$ cat src/inc/srm_pkg.sv
`default_nettype none
package srm_pkg;

  // ***********************************************
  // apb register map (byte addresses)
  // ***********************************************
  localparam logic [11:0] OFS_CTRL   = 12'h000;
  localparam logic [11:0] OFS_STATUS = 12'h004;
  localparam logic [11:0] OFS_PC     = 12'h008;
  localparam logic [11:0] OFS_OVF    = 12'h00c;
  localparam logic [11:0] OFS_REG1   = 12'h010;
  localparam logic [11:0] OFS_REGM   = 12'h02c;

  localparam int CTRL_GO     = 0;
  localparam int CTRL_UNPROT = 1;
  localparam int ST_BUSY     = 0;
  localparam int ST_VIOL     = 1;
  localparam int ST_PAUSED   = 2;
  localparam int ST_OTHER    = 3;
  localparam int ST_TAKEN    = 4;

  // ***********************************************
  // instruction encodings
  // ***********************************************
  localparam logic [3:0] GRP_TOP  = 4'h0;
  localparam logic [3:0] GRP_SKIP = 4'h0;
  localparam logic [3:0] GRP_DR   = 4'h6;
  localparam logic [3:0] GRP_XFER = 4'h7;
  localparam logic [3:0] GRP_MISC = 4'hb;
  localparam logic [1:0] XFER_COPY = 2'h0;
  localparam logic [3:0] MISC_BLK = 4'h1;
  localparam logic [3:0] MISC_LDR = 4'h2;
  localparam logic [3:0] MISC_STR = 4'h3;

  // register file indices: 1..7 follow the register field, m is 8
  localparam logic [3:0] REG_1 = 4'h1;
  localparam logic [3:0] REG_2 = 4'h2;
  localparam logic [3:0] REG_3 = 4'h3;
  localparam logic [3:0] REG_4 = 4'h4;
  localparam logic [3:0] REG_Q = 4'h5;
  localparam logic [3:0] REG_M = 4'h8;

  localparam logic [15:0] PTR_STEP   = 16'h000a;
  localparam logic [3:0]  SET_WORDS  = 4'h9;
  localparam logic [15:0] RST_WORD   = 16'h0000;
  localparam int          SIGN_BIT   = 15;

  typedef enum logic [3:0] {
    S_IDLE, S_FETCH, S_EXEC, S_PTRA, S_PTR, S_LDR, S_LRGP,
    S_SRGP, S_STR, S_LMMH, S_LMML, S_UMW
  } srm_state_t;

  // skip group: low op bits pick the test, high bits pick the register
  function automatic logic [3:0] srm_skip_reg(input logic [1:0] sel);
    case (sel)
      2'h0: srm_skip_reg = REG_4;
      2'h1: srm_skip_reg = REG_1;
      2'h2: srm_skip_reg = REG_2;
      default: srm_skip_reg = REG_3;
    endcase
  endfunction

endpackage
`default_nettype wire

$ cat src/design/srm_exec.sv
// Chosen here: the placing of the registers and the APB register port.
`timescale 1ns/1ps
`default_nettype none

// Function
// - zero skip tests registers 4,1,2,3
// - nonzero skip tests registers 4,1,2,3
// - positive skip when bit 15 clear
// - negative skip when bit 15 set
// - taken skip jumps count plus one
// - decode decrement-repeat, zero form excluded
// - repeat jumps back by count, else next
// - decrement register, overflow like add, test sign
// - register codes 1..7 map 1,2,3,4,Q,A,I
// - decode transfer group, zero form excluded
// - op 0 copies low field into middle
// - decode misc group, zero form is nop
// - misc in unprotected mode raises violation
// - micromemory block load, Q words, regs 1,2
// - micro address: page, word, half select
// - block load interruptible, registers advance per word
// - register-set load from pointer plus 1..9
// - register-set load lowers pointer word by ten
// - register-set load resumes at address plus two
// - register-set store raises pointer first by ten
// - store registers and overflow at pointer 1..9
// - store clears overflow, resumes at plus two
module srm_exec (
  // clock and reset
  input  wire logic        pclk,
  input  wire logic        presetn,
  // apb slave
  input  wire logic        psel,
  input  wire logic        penable,
  input  wire logic        pwrite,
  input  wire logic [11:0] paddr,
  input  wire logic [31:0] pwdata,
  output logic      [31:0] prdata,
  output logic             pready,
  output logic             pslverr,
  // main memory
  output logic             mem_req,
  output logic             mem_we,
  output logic      [15:0] mem_addr,
  output logic      [15:0] mem_wdata,
  input  wire logic [15:0] mem_rdata,
  input  wire logic        mem_ack,
  // read/write micromemory
  output logic             umem_we,
  output logic      [12:0] umem_addr,
  output logic      [31:0] umem_wdata,
  // pause request from interrupt logic
  input  wire logic        intr_req
);

  // ***********************************************
  // state
  // ***********************************************
  srm_pkg::srm_state_t state;
  logic [15:0] rf [1:8];
  logic [15:0] pc;
  logic        ovf;
  logic        unprot;
  logic [15:0] ir;
  logic [15:0] ptra;
  logic [15:0] ptr;
  logic [3:0]  cnt;
  logic [15:0] hi;
  logic        st_viol;
  logic        st_paused;
  logic        st_other;
  logic        st_taken;

  // ***********************************************
  // decode
  // ***********************************************
  logic [3:0]  f_top;
  logic [3:0]  secondary_op_field;
  logic [3:0]  skip_op_field;
  logic [3:0]  skip_count;
  logic [2:0]  reg_field_a;
  logic [2:0]  reg_field_b;
  logic [1:0]  xfer_op_field;
  logic [3:0]  misc_op_field;
  logic        is_skip;
  logic        is_dr;
  logic        is_xfer;
  logic        is_misc;
  logic        dr_group_zero_form;
  logic        xfer_group_zero_form;
  logic [15:0] skip_val;
  logic        skip_take;
  logic [15:0] dr_val;
  logic [15:0] dr_new;
  logic [15:0] pc_next;
  logic [15:0] pc_skip;
  logic [15:0] pc_back;
  logic [15:0] pc_two;

  assign f_top              = ir[15:12];
  assign secondary_op_field = ir[11:8];
  assign skip_op_field      = ir[7:4];
  assign skip_count         = ir[3:0];
  assign reg_field_a        = ir[7:5];
  assign reg_field_b        = ir[2:0];
  assign xfer_op_field      = ir[4:3];
  assign misc_op_field      = ir[3:0];

  assign is_skip = (f_top == srm_pkg::GRP_TOP) && (secondary_op_field == srm_pkg::GRP_SKIP)
                   && (ir[7:0] != 8'h00);
  assign is_dr   = (f_top == srm_pkg::GRP_TOP) && (secondary_op_field == srm_pkg::GRP_DR)
                   && !ir[4] && ((reg_field_a != 3'h0) || (skip_count != 4'h0));
  assign dr_group_zero_form = (f_top == srm_pkg::GRP_TOP)
                   && (secondary_op_field == srm_pkg::GRP_DR) && !is_dr;
  assign is_xfer = (f_top == srm_pkg::GRP_TOP) && (secondary_op_field == srm_pkg::GRP_XFER)
                   && (ir[7:0] != 8'h00);
  assign xfer_group_zero_form = (f_top == srm_pkg::GRP_TOP)
                   && (secondary_op_field == srm_pkg::GRP_XFER) && !is_xfer;
  assign is_misc = (f_top == srm_pkg::GRP_TOP) && (secondary_op_field == srm_pkg::GRP_MISC)
                   && !ir[4] && ((reg_field_a != 3'h0) || (misc_op_field != 4'h0));

  assign skip_val = rf[srm_pkg::srm_skip_reg(skip_op_field[3:2])];

  always_comb begin
    case (skip_op_field[1:0])
      2'h0: skip_take = (skip_val == 16'h0000);
      2'h1: skip_take = (skip_val != 16'h0000);
      2'h2: skip_take = !skip_val[srm_pkg::SIGN_BIT];
      default: skip_take = skip_val[srm_pkg::SIGN_BIT];
    endcase
  end

  // register field code is the register file index
  assign dr_val  = (reg_field_a == 3'h0) ? 16'h0000 : rf[{1'b0, reg_field_a}];
  assign dr_new  = dr_val - 16'h0001;
  assign pc_next = pc + 16'h0001;
  assign pc_skip = pc + {12'h000, skip_count} + 16'h0001;
  assign pc_back = pc - {12'h000, skip_count};
  assign pc_two  = pc + 16'h0002;

  // ***********************************************
  // apb slave
  // ***********************************************
  logic apb_setup;
  logic apb_wr;
  logic mapped;

  assign apb_setup = psel && !penable;
  assign apb_wr    = psel && penable && pready && pwrite;
  assign mapped    = (paddr[1:0] == 2'h0) && (paddr <= srm_pkg::OFS_REGM);

  always_ff @(posedge pclk or negedge presetn) begin
    if (!presetn) begin
      pready  <= 1'b0;
      prdata  <= 32'h0000_0000;
      pslverr <= 1'b0;
    end else begin
      pready <= 1'b1;
      if (apb_setup) begin
        pslverr <= !mapped;
        prdata  <= 32'h0000_0000;
        if (paddr == srm_pkg::OFS_CTRL) begin
          prdata[srm_pkg::CTRL_UNPROT] <= unprot;
        end else if (paddr == srm_pkg::OFS_STATUS) begin
          prdata[srm_pkg::ST_BUSY]   <= (state != srm_pkg::S_IDLE);
          prdata[srm_pkg::ST_VIOL]   <= st_viol;
          prdata[srm_pkg::ST_PAUSED] <= st_paused;
          prdata[srm_pkg::ST_OTHER]  <= st_other;
          prdata[srm_pkg::ST_TAKEN]  <= st_taken;
        end else if (paddr == srm_pkg::OFS_PC) begin
          prdata[15:0] <= pc;
        end else if (paddr == srm_pkg::OFS_OVF) begin
          prdata[0] <= ovf;
        end else if (mapped) begin
          prdata[15:0] <= rf[paddr[5:2] - 4'h3];
        end
      end
    end
  end

  // ***********************************************
  // execution engine
  // ***********************************************
  always_ff @(posedge pclk or negedge presetn) begin
    if (!presetn) begin
      state      <= srm_pkg::S_IDLE;
      for (int i = 1; i <= 8; i++) begin
        rf[i] <= srm_pkg::RST_WORD;
      end
      pc         <= srm_pkg::RST_WORD;
      ovf        <= 1'b0;
      unprot     <= 1'b0;
      ir         <= srm_pkg::RST_WORD;
      ptra       <= srm_pkg::RST_WORD;
      ptr        <= srm_pkg::RST_WORD;
      cnt        <= 4'h0;
      hi         <= srm_pkg::RST_WORD;
      st_viol    <= 1'b0;
      st_paused  <= 1'b0;
      st_other   <= 1'b0;
      st_taken   <= 1'b0;
      mem_req    <= 1'b0;
      mem_we     <= 1'b0;
      mem_addr   <= srm_pkg::RST_WORD;
      mem_wdata  <= srm_pkg::RST_WORD;
      umem_we    <= 1'b0;
      umem_addr  <= 13'h0000;
      umem_wdata <= 32'h0000_0000;
    end else begin
      umem_we <= 1'b0;
      case (state)
        srm_pkg::S_IDLE: begin
          if (apb_wr) begin
            if (paddr == srm_pkg::OFS_CTRL) begin
              unprot <= pwdata[srm_pkg::CTRL_UNPROT];
              if (pwdata[srm_pkg::CTRL_GO]) begin
                st_viol   <= 1'b0;
                st_paused <= 1'b0;
                st_other  <= 1'b0;
                st_taken  <= 1'b0;
                state     <= srm_pkg::S_FETCH;
              end
            end else if (paddr == srm_pkg::OFS_PC) begin
              pc <= pwdata[15:0];
            end else if (paddr == srm_pkg::OFS_OVF) begin
              ovf <= pwdata[0];
            end else if (mapped && (paddr >= srm_pkg::OFS_REG1)) begin
              rf[paddr[5:2] - 4'h3] <= pwdata[15:0];
            end
          end
        end
        srm_pkg::S_FETCH: begin
          if (!mem_req) begin
            mem_req  <= 1'b1;
            mem_we   <= 1'b0;
            mem_addr <= pc;
          end else if (mem_ack) begin
            mem_req <= 1'b0;
            ir      <= mem_rdata;
            state   <= srm_pkg::S_EXEC;
          end
        end
        srm_pkg::S_EXEC: begin
          state <= srm_pkg::S_IDLE;
          pc    <= pc_next;
          if (is_skip) begin
            st_taken <= skip_take;
            if (skip_take) begin
              pc <= pc_skip;
            end
          end else if (is_dr) begin
            if (reg_field_a != 3'h0) begin
              rf[{1'b0, reg_field_a}] <= dr_new;
              if (dr_val == 16'h8000) begin
                ovf <= 1'b1;
              end
              st_taken <= !dr_new[srm_pkg::SIGN_BIT];
              if (!dr_new[srm_pkg::SIGN_BIT]) begin
                pc <= pc_back;
              end
            end
          end else if (is_xfer) begin
            if ((xfer_op_field == srm_pkg::XFER_COPY) && (reg_field_a != 3'h0)
                && (reg_field_b != 3'h0)) begin
              rf[{1'b0, reg_field_a}] <= rf[{1'b0, reg_field_b}];
            end
          end else if (is_misc) begin
            if (unprot) begin
              st_viol <= 1'b1;
              pc      <= pc;
            end else if (reg_field_a == 3'h0) begin
              if (misc_op_field == srm_pkg::MISC_BLK) begin
                pc <= pc;
                if (rf[srm_pkg::REG_Q] == 16'h0000) begin
                  pc <= pc_next;
                end else begin
                  state <= srm_pkg::S_LMMH;
                end
              end else if ((misc_op_field == srm_pkg::MISC_LDR)
                           || (misc_op_field == srm_pkg::MISC_STR)) begin
                pc    <= pc;
                state <= srm_pkg::S_PTRA;
              end else begin
                st_other <= 1'b1;
              end
            end else begin
              st_other <= 1'b1;
            end
          end else begin
            st_other <= !(f_top == srm_pkg::GRP_TOP && secondary_op_field == srm_pkg::GRP_MISC)
                        || dr_group_zero_form || xfer_group_zero_form;
          end
        end
        srm_pkg::S_PTRA: begin
          if (!mem_req) begin
            mem_req  <= 1'b1;
            mem_we   <= 1'b0;
            mem_addr <= pc_next;
          end else if (mem_ack) begin
            mem_req <= 1'b0;
            ptra    <= mem_rdata;
            state   <= srm_pkg::S_PTR;
          end
        end
        srm_pkg::S_PTR: begin
          if (!mem_req) begin
            mem_req  <= 1'b1;
            mem_we   <= 1'b0;
            mem_addr <= ptra;
          end else if (mem_ack) begin
            mem_req <= 1'b0;
            cnt     <= 4'h1;
            if (misc_op_field == srm_pkg::MISC_LDR) begin
              ptr   <= mem_rdata;
              state <= srm_pkg::S_LDR;
            end else begin
              ptr   <= mem_rdata + srm_pkg::PTR_STEP;
              state <= srm_pkg::S_SRGP;
            end
          end
        end
        srm_pkg::S_LDR: begin
          if (!mem_req) begin
            mem_req  <= 1'b1;
            mem_we   <= 1'b0;
            mem_addr <= ptr + {12'h000, cnt};
          end else if (mem_ack) begin
            mem_req <= 1'b0;
            cnt     <= cnt + 4'h1;
            if (cnt == srm_pkg::SET_WORDS) begin
              ovf   <= mem_rdata[srm_pkg::SIGN_BIT];
              state <= srm_pkg::S_LRGP;
            end else begin
              rf[cnt] <= mem_rdata;
            end
          end
        end
        srm_pkg::S_LRGP: begin
          if (!mem_req) begin
            mem_req   <= 1'b1;
            mem_we    <= 1'b1;
            mem_addr  <= ptra;
            mem_wdata <= ptr - srm_pkg::PTR_STEP;
          end else if (mem_ack) begin
            mem_req <= 1'b0;
            mem_we  <= 1'b0;
            pc      <= pc_two;
            state   <= srm_pkg::S_IDLE;
          end
        end
        srm_pkg::S_SRGP: begin
          if (!mem_req) begin
            mem_req   <= 1'b1;
            mem_we    <= 1'b1;
            mem_addr  <= ptra;
            mem_wdata <= ptr;
          end else if (mem_ack) begin
            mem_req <= 1'b0;
            mem_we  <= 1'b0;
            state   <= srm_pkg::S_STR;
          end
        end
        srm_pkg::S_STR: begin
          if (!mem_req) begin
            mem_req   <= 1'b1;
            mem_we    <= 1'b1;
            mem_addr  <= ptr + {12'h000, cnt};
            mem_wdata <= (cnt == srm_pkg::SET_WORDS) ? {ovf, 15'h0000} : rf[cnt];
          end else if (mem_ack) begin
            mem_req <= 1'b0;
            mem_we  <= 1'b0;
            cnt     <= cnt + 4'h1;
            if (cnt == srm_pkg::SET_WORDS) begin
              ovf   <= 1'b0;
              pc    <= pc_two;
              state <= srm_pkg::S_IDLE;
            end
          end
        end
        srm_pkg::S_LMMH: begin
          if (!mem_req) begin
            mem_req  <= 1'b1;
            mem_we   <= 1'b0;
            mem_addr <= rf[srm_pkg::REG_2];
          end else if (mem_ack) begin
            mem_req <= 1'b0;
            hi      <= mem_rdata;
            state   <= srm_pkg::S_LMML;
          end
        end
        srm_pkg::S_LMML: begin
          if (!mem_req) begin
            mem_req  <= 1'b1;
            mem_we   <= 1'b0;
            mem_addr <= rf[srm_pkg::REG_2] + 16'h0001;
          end else if (mem_ack) begin
            mem_req    <= 1'b0;
            umem_we    <= 1'b1;
            umem_addr  <= rf[srm_pkg::REG_1][12:0];
            umem_wdata <= {hi, mem_rdata};
            state      <= srm_pkg::S_UMW;
          end
        end
        srm_pkg::S_UMW: begin
          rf[srm_pkg::REG_1] <= rf[srm_pkg::REG_1] + 16'h0001;
          rf[srm_pkg::REG_2] <= rf[srm_pkg::REG_2] + 16'h0002;
          rf[srm_pkg::REG_Q] <= rf[srm_pkg::REG_Q] - 16'h0001;
          if (rf[srm_pkg::REG_Q] == 16'h0001) begin
            pc    <= pc_next;
            state <= srm_pkg::S_IDLE;
          end else if (intr_req) begin
            st_paused <= 1'b1;
            state     <= srm_pkg::S_IDLE;
          end else begin
            state <= srm_pkg::S_LMMH;
          end
        end
        default: begin
          state <= srm_pkg::S_IDLE;
        end
      endcase
    end
  end

  // ***********************************************
  // assertions
  // ***********************************************
  logic ex;
  assign ex = (state == srm_pkg::S_EXEC);

  property p_zero_skip;
    @(posedge pclk) disable iff (!presetn)
    (ex && is_skip && skip_op_field[1:0] == 2'h0
     && rf[srm_pkg::srm_skip_reg(skip_op_field[3:2])] == 16'h0000) |=> (pc == $past(pc_skip));
  endproperty
  a_zero_skip: assert property (p_zero_skip) else $error("zero skip not taken");

  property p_nz_skip;
    @(posedge pclk) disable iff (!presetn)
    (ex && is_skip && skip_op_field[1:0] == 2'h1 && skip_val == 16'h0000)
    |=> (pc == $past(pc_next));
  endproperty
  a_nz_skip: assert property (p_nz_skip) else $error("nonzero skip on zero");

  property p_pos_skip;
    @(posedge pclk) disable iff (!presetn)
    (ex && is_skip && skip_op_field[1:0] == 2'h2 && skip_val[15]) |=> !st_taken;
  endproperty
  a_pos_skip: assert property (p_pos_skip) else $error("positive skip on negative");

  property p_neg_skip;
    @(posedge pclk) disable iff (!presetn)
    (ex && is_skip && skip_op_field[1:0] == 2'h3 && skip_val[15]) |=> st_taken;
  endproperty
  a_neg_skip: assert property (p_neg_skip) else $error("negative skip missed");

  property p_repeat;
    @(posedge pclk) disable iff (!presetn)
    (ex && is_dr && reg_field_a != 3'h0 && !dr_new[15]) |=> (pc == $past(pc_back));
  endproperty
  a_repeat: assert property (p_repeat) else $error("repeat branch wrong");

  property p_viol;
    @(posedge pclk) disable iff (!presetn)
    (ex && is_misc && unprot) |=> (st_viol && pc == $past(pc) && state == srm_pkg::S_IDLE);
  endproperty
  a_viol: assert property (p_viol) else $error("privileged op not refused");

  property p_str_end;
    @(posedge pclk) disable iff (!presetn)
    (state == srm_pkg::S_STR && mem_req && mem_ack && cnt == srm_pkg::SET_WORDS)
    |=> (!ovf && pc == $past(pc_two));
  endproperty
  a_str_end: assert property (p_str_end) else $error("store end wrong");

  property p_ldr_ptr;
    @(posedge pclk) disable iff (!presetn)
    (state == srm_pkg::S_LRGP && mem_req) |-> (mem_we && mem_wdata == ptr - 16'h000a);
  endproperty
  a_ldr_ptr: assert property (p_ldr_ptr) else $error("pointer not lowered by ten");

  property p_blk_step;
    @(posedge pclk) disable iff (!presetn)
    (state == srm_pkg::S_UMW) |=> (rf[2] == $past(rf[2]) + 16'h0002);
  endproperty
  a_blk_step: assert property (p_blk_step) else $error("block load advance wrong");

  c_skip: cover property (@(posedge pclk) disable iff (!presetn) ex && is_skip && skip_take);
  c_rep:  cover property (@(posedge pclk) disable iff (!presetn) ex && is_dr && !dr_new[15]);
  c_ldr:  cover property (@(posedge pclk) disable iff (!presetn) state == srm_pkg::S_LRGP);
  c_blkp: cover property (@(posedge pclk) disable iff (!presetn)
                          state == srm_pkg::S_UMW && intr_req);

endmodule // srm_exec

`default_nettype wire

$ cat config.mk
export PLATFORM = sky130hd
export DESIGN_NAME = srm_exec
export DESIGN_NICKNAME = d
export VERILOG_FILES = /design/src/inc/srm_pkg.sv /design/src/design/srm_exec.sv
export SDC_FILE = /design/constraint.sdc
export NUM_CORES = 1
export LEC_CHECK = 0
export ABC_CLOCK_PERIOD_IN_PS = 3200
export BUFFER_PORTS_ARGS = -buffer_cell sky130_fd_sc_hd__buf_4
export CAP_MARGIN = 15
export CORE_MARGIN = 2
export CORE_UTILIZATION = 30
export DETAILED_ROUTE_END_ITERATION = 12
export PLACE_DENSITY = 0.48
export SKIP_CTS_REPAIR_TIMING = 1
export SYNTH_ARGS = -nofsm -noshare
export SYNTH_HDL_FRONTEND = slang
export SYNTH_SLANG_ARGS = --single-unit
$ cat constraint.sdc
create_clock -name pclk -period 3.2 [get_ports pclk]
set_input_delay 0.16 -clock pclk [delete_from_list [all_inputs] [get_ports pclk]]
set_output_delay 0.16 -clock pclk [all_outputs]
set_load 0.02 [all_outputs]
==> Word-level counts from Yosys, hierarchy flattened <==
Index checks and enable logic that the tools add are counted.
{ "word_totals": {"ff_bits": 320, "output_inout_bits": 114, "elab_cells": 418} }
{ "classes": {"n_addsub": 15, "n_lt_le_gt_ge": 10, "eq_ne": 92, "muxes": 179, "bitwise_logic": 5, "n_reduce_logical": 86} }
{ "ops": {"columns": ["cell", "n"], "rows": [
  ["128-bit two-way mux", 13],
  ["16-bit two-way mux", 48],
  ["128-bit bitwise mux", 4],
  ["16-bit binary-select mux with 4-bit select", 5],
  ["16-bit demux with 4-bit select", 3],
  ["4-bit two-way mux", 37],
  ["48-bit case mux with 3 select lines", 1],
  ["32-bit case mux with 4 select lines", 1],
  ["2-bit != test (second input constant)", 49],
  ["16-bit case mux with 6 select lines", 1],
  ["32-bit case mux with 3 select lines", 1],
  ["16-bit case mux with 5 select lines", 1],
  ["16-bit by 1-bit adder with 16-bit output (second input constant)", 4],
  ["16-bit case mux with 4 select lines", 1],
  ["16-bit case mux with 3 select lines", 1],
  ["4-bit case mux with 12 select lines", 1],
  ["1-bit two-way mux", 46],
  ["13-bit AND reduction", 3],
  ["16-bit by 2-bit adder with 16-bit output (second input constant)", 2],
  ["16-bit by 4-bit adder with 16-bit output", 2],
  ["16-bit zero test", 2],
  ["16-bit by 1-bit subtractor with 16-bit output (second input constant)", 2],
  ["5-bit greater-or-equal comparator (second input constant)", 5],
  ["12-bit by 4-bit equality test with 1-bit output (second input constant)", 2],
  ["other kinds (63)", 152]
]} }

==> Depth between registers and ports, before layout <==
{ "logic_depth": {"ltp_word": 13, "depth_mapped": 15, "depth_no_buf": 12} }

==> Worst setup path before layout <==
OpenSTA, ideal clock, no wires.
{ "synth_timing": {"path_kind": "register to register", "startpoint": "register ir[7]", "endpoint": "register pc[1]", "t_arrival_ns": 3.175, "path_slack_ns": -0.113, "stages_incl_launch_ff": 13, "path_buffers": 3, "period_less_slack_ns": 3.313, "path_cell_list": "dfrtp_1 buf_2 buf_1 mux2i_1 o2bb2ai_1 a221oi_1 nand3b_1 or4_1 buf_2 o21a_4 o221a_1 a2111oi_2 o22ai_1"} }
{ "synth_via": {"elab_chain_cells": 11, "word_cells_on_any_way": 40, "classes_between": "1 x add/sub; 5 x eq/ne; 19 x mux; 2 x bitwise; 13 x reduce/logical"} }
{ "synth_lines": {"columns": ["item", "line_no", "text"], "rows": [
  ["from (decl)", "srm_exec.sv:64", "logic [15:0] ir;"],
  ["from (signal assigned)", "srm_exec.sv:193", "ir <= srm_pkg::RST_WORD;"],
  ["from (signal assigned)", "srm_exec.sv:239", "ir <= mem_rdata;"],
  ["3-bit inverter with 5-bit output (implied by the code) (tied with other cells)", "srm_exec.sv:134", "assign dr_val = (reg_field_a == 3'h0) ? 16'h0000 : rf[{1'b0, reg_field_a}];"],
  ["16-bit binary-select mux with 4-bit select / 3-bit case mux with 3 select lines (equally long branches)", "srm_exec.sv:134, srm_pkg.sv:55", null],
  ["16-bit two-way mux (implied by the code) / 4-bit inverter with 5-bit output (equally long branches)", "srm_exec.sv:134, srm_exec.sv:122", null],
  ["16-bit two-way mux (implied by the code) / 16-bit binary-select mux with 4-bit select (equally long branches)", "srm_exec.sv:134, srm_exec.sv:122", null],
  ["16-bit two-way mux (on tied branches)", "srm_exec.sv:134, srm_exec.sv:122", null],
  ["16-bit by 1-bit subtractor with 16-bit output / 16-bit two-way mux (equally long branches)", "srm_exec.sv:135, srm_exec.sv:122", null],
  ["16-bit two-way mux (tied with other cells)", "srm_exec.sv:258", "if (!dr_new[srm_pkg::SIGN_BIT]) begin"],
  ["16-bit two-way mux / 1-bit case mux with 3 select lines (equally long branches)", "srm_exec.sv:252, srm_exec.sv:125", null],
  ["16-bit two-way mux (on tied branches)", "srm_exec.sv:251, srm_exec.sv:248", null],
  ["16-bit two-way mux", "srm_exec.sv:246", "if (is_skip) begin"],
  ["16-bit case mux with 5 select lines", "srm_exec.sv:211", "case (state)"],
  ["to (signal assigned)", "srm_exec.sv:245", "pc <= pc_next;"],
  ["to (signal assigned)", "srm_exec.sv:249", "pc <= pc_skip;"],
  ["to (signal assigned)", "srm_exec.sv:259", "pc <= pc_back;"],
  ["to (decl)", "srm_exec.sv:61", "logic [15:0] pc;"]
]} }
Several ways; a longest one is shown, not always the timed one. The select of a mux whose other input is x is not followed.
A chain may end at the register's enable or synchronous reset.

==> Worst setup path after layout <==
{ "layout_timing": {"startpoint": "register ir[5]", "endpoint": "register pc[2]"} }
{ "layout_via": {"elab_chain_cells": 11, "word_cells_on_any_way": 32, "classes_between": "1 x add/sub; 5 x eq/ne; 15 x mux; 1 x bitwise; 10 x reduce/logical"} }
{ "layout_lines": {"columns": ["item", "line_no", "text"], "rows": [
  ["3-bit inverter with 5-bit output (implied by the code)", "srm_exec.sv:134", null],
  ["16-bit binary-select mux with 4-bit select", "srm_exec.sv:134", null],
  ["16-bit two-way mux (implied by the code) (2 in a row)", "srm_exec.sv:134", null],
  ["16-bit two-way mux", "srm_exec.sv:134", null],
  ["16-bit by 1-bit subtractor with 16-bit output", "srm_exec.sv:135", "assign dr_new = dr_val - 16'h0001;"],
  ["16-bit two-way mux", "srm_exec.sv:258", null],
  ["16-bit two-way mux", "srm_exec.sv:252", "if (reg_field_a != 3'h0) begin"],
  ["16-bit two-way mux", "srm_exec.sv:251", "end else if (is_dr) begin"],
  ["16-bit two-way mux", "srm_exec.sv:246", null],
  ["16-bit case mux with 5 select lines", "srm_exec.sv:211", null]
]} }
Several ways; a longest one is shown, not always the timed one. The select of a mux whose other input is x is not followed.

==> impl_metrics.ini <==
[timing]
clock_skew_ps = 32.75
drv_slew = 0
finalHoldViolCount = 1
rsz0062_at_grt = yes
fmax_ghz = 0.2846
post-route-period-util_pct = 109.8
slew_headroom_pct = 23.18
period_needed_ps = 3513
worst_slew_pin_slew_ps = 1148
fin_ws_ps = -313.3
setup_violations = 42
hold_ws_ps = -10.82

[global_route]
busiest_layer = met2
grt_util_met3_pct = 8.124
grt.met2_usage_pct = 50.42
grt_first_pass_wirelength_um = 215400
grt_pass1_vias = 27850
antenna_found_initial = 7
globalRouteTotalUtil_pct = 33.60
grtUsageMet1_pct = 43.86
grt_overflow = 0
grt_start_max_net_pins = 74

[synth]
synth-edff-count = 0
ys_top_cells_by_area = dfrtp_1, mux2_2, mux2i_1
yosysWarnings = 0
synth_common_cells = nand2_1, dfrtp_1, nor2_1, o21ai_0, clkbuf_1
synth-seq-cells = 320
synth_top_area_share_pct = 30.83
synth_cell_types = 87
synth_cells = 3150
synth.most_common_cell = nand2_1
async_flop_share_pct = 100.0
ys.flop_type = dfrtp_1
seq_area_frac_synth_pct = 30.83
syn_area_um2 = 25970
syn_area_per_cell_um2 = 8.244
synth_area_leader_cell = dfrtp_1

[routing]
routedWlPerCell_um = 32.41
drcViolationCount = 0
vias_per_cell = 6.163
ant_nets = 0
dr.pass1.iters = 6
routed_wl_um = 155500
num_vias = 29563
drt_iter0_drc = 4144

[clocking]
cts_max_level = 2
cts_num_sinks = 320
clkSlewWorstSetupHoldPaths_ps = 70
worstSkewPairLatency_ps = 610
cts_root_buffer = clkbuf_16
cts_tree = yes
numCtsBuffers = 44
ctsLongestPathBuffers = 3

[placement]
post-place-ws_ps = -505.4
dp_hpwl_um = 115700
place.gp.congestion = 1.033
port_buffers = 148

[finish]
seqCellArea_um2 = 8016
multiInputGateArea_um2 = 17170
nets = 3718
drive_gt1_share_pct = 30.84
area.growth.synth_to_final_pct = 32.66
utilization_pct = 40.33
n_fill_cell = 8762

[power_and_ir_drop]
share_comb_of_total_power_pct = 67.2
powerDensity_nw_per_um2 = 1134
p_seq_share_pct = 19.0
leakage_nw = 14.89
p_total_mw = 39.05
vdd_drop_max_mv = 0.4291
switching_share_pct = 50.67
clkPwrFrac_pct = 13.8
internal_power_mw = 19.27
p_switching_mw = 19.79

[floorplanning]
die_w_um = 298.2
rows = 107
core-area_um2 = 85410
start_util_pct = 30.40
ios = 181
die_area_um2 = 88940
die_h_um = 298.2

[min_path]
min-delay-start = pwdata[13]
hp-class = in2reg

[critical_path]
critPathKind = reg2reg
arrival_ps = 3970
cp-start-kind = flip-flop
reg2reg_from = ir[5]$_DFFE_PN0P_
critPathRequiredTime_ps = 3660
worstPathMaxFanout = 4
crit_path_start = ir[5]$_DFFE_PN0P_
endpoint_kind = flip-flop

[run_status]
status = finished with violations
violations = hold timing, setup timing

[flow_run]
drv_cap = 0
-- path summary, 6_finish.rpt --
| kind | slack (ps) | cells after the start | endpoint |
|---|---|---|---|
| max | -310 | 11 | pc[2]$_DFFE_PN0P_ |
| min | -10 | 3 | pc[13]$_DFFE_PN0P_ |
| max reg2reg | -310 | 11 | pc[2]$_DFFE_PN0P_ |
| min reg2reg | 480 | 2 | mem_addr[2]$_DFFE_PN0P_ |
| max in group asynchronous | 2110 | 3 | asynchronous set/reset pin |
| min in group asynchronous | 160 | 2 | asynchronous set/reset pin |
-- layout make-up --
cell class              count  area share (%)
diodes                      2         0.01453
clock buffers              56           3.650
clock inverters            25          0.8752
inverters                  34          0.3813
multi-input cells        2492           49.85
flip-flops and latches    320           23.27
well taps                1144           4.155
repair buffers            724           17.81
-- cells by family (layout without fill, tap and decap cells) --
family	after synthesis	in the layout	synth area share [%]
xor+xnor	109	109	3.676
buf+inv	353	839	5.507
compound gates	983	983	24.12
fa+ha+maj	35	35	1.773
simple gates	994	994	17.55
other cells	2	19	0.02892
mux	354	354	16.51
flops	320	320	30.83
-- through the flow --
stage	hold slack (ps)	cell area [µm²]	instances	TNS, ps
after floorplan	-135.6	26070	3165	-7.892
after global placement	207.7	31960	4682	-22700
after detailed placement	213.6	31960	4682	-25790
after CTS	-418.2	33510	4763	-27430
after global routing	4.704	34450	4795	-10920
final	-10.82	34450	4797	-6582
-- layer usage --
layer,vias up,part of all wire [%]
li1,12572,-
met1,14567,40
met2,1909,42
met3,511,11
met4,4,7.2
met5,-,0.015
-- critical path, cell delays in order (launching register included) --
cell	delay [ps]
dfrtp_2	440
buf_12	120
mux4_2	500
or3_4	400
o31ai_4	80
nand3b_1	160
or4_4	640
buf_6	160
o21ai_4	260
mux2_1	350
o211ai_1	160
a31oi_1	110
-- placed cells by master, fill, tap and decap left out, drive strengths merged, types with 27 or more instances in the layout --
cell and n:
xnor2 60, nor3 79, mux2i 155, nand4 29, a221oi 71, mux2 155
nor2 294, a31oi 44, and3 27, inv 32, ha 32, mux4 44
nand3 51, o22ai 114, a21oi 242, clkbuf 60, nand2 344, xor2 49
buf 714, dfrtp 320, o21ai 273
-- power groups by stage --
stage | clock network [mW] | registers (mW) | logic [mW]
2_1_floorplan | 0 | 6.89 | 12.4
3_3_place_gp | 0 | 7.31 | 24.2
3_5_place_dp | 0 | 7.27 | 24.1
4_1_cts | 5.48 | 7.23 | 24.2
5_1_grt | 5.61 | 7.48 | 27.3
6_report | 5.40 | 7.40 | 26.2
(Power assumes the default switching activity.)
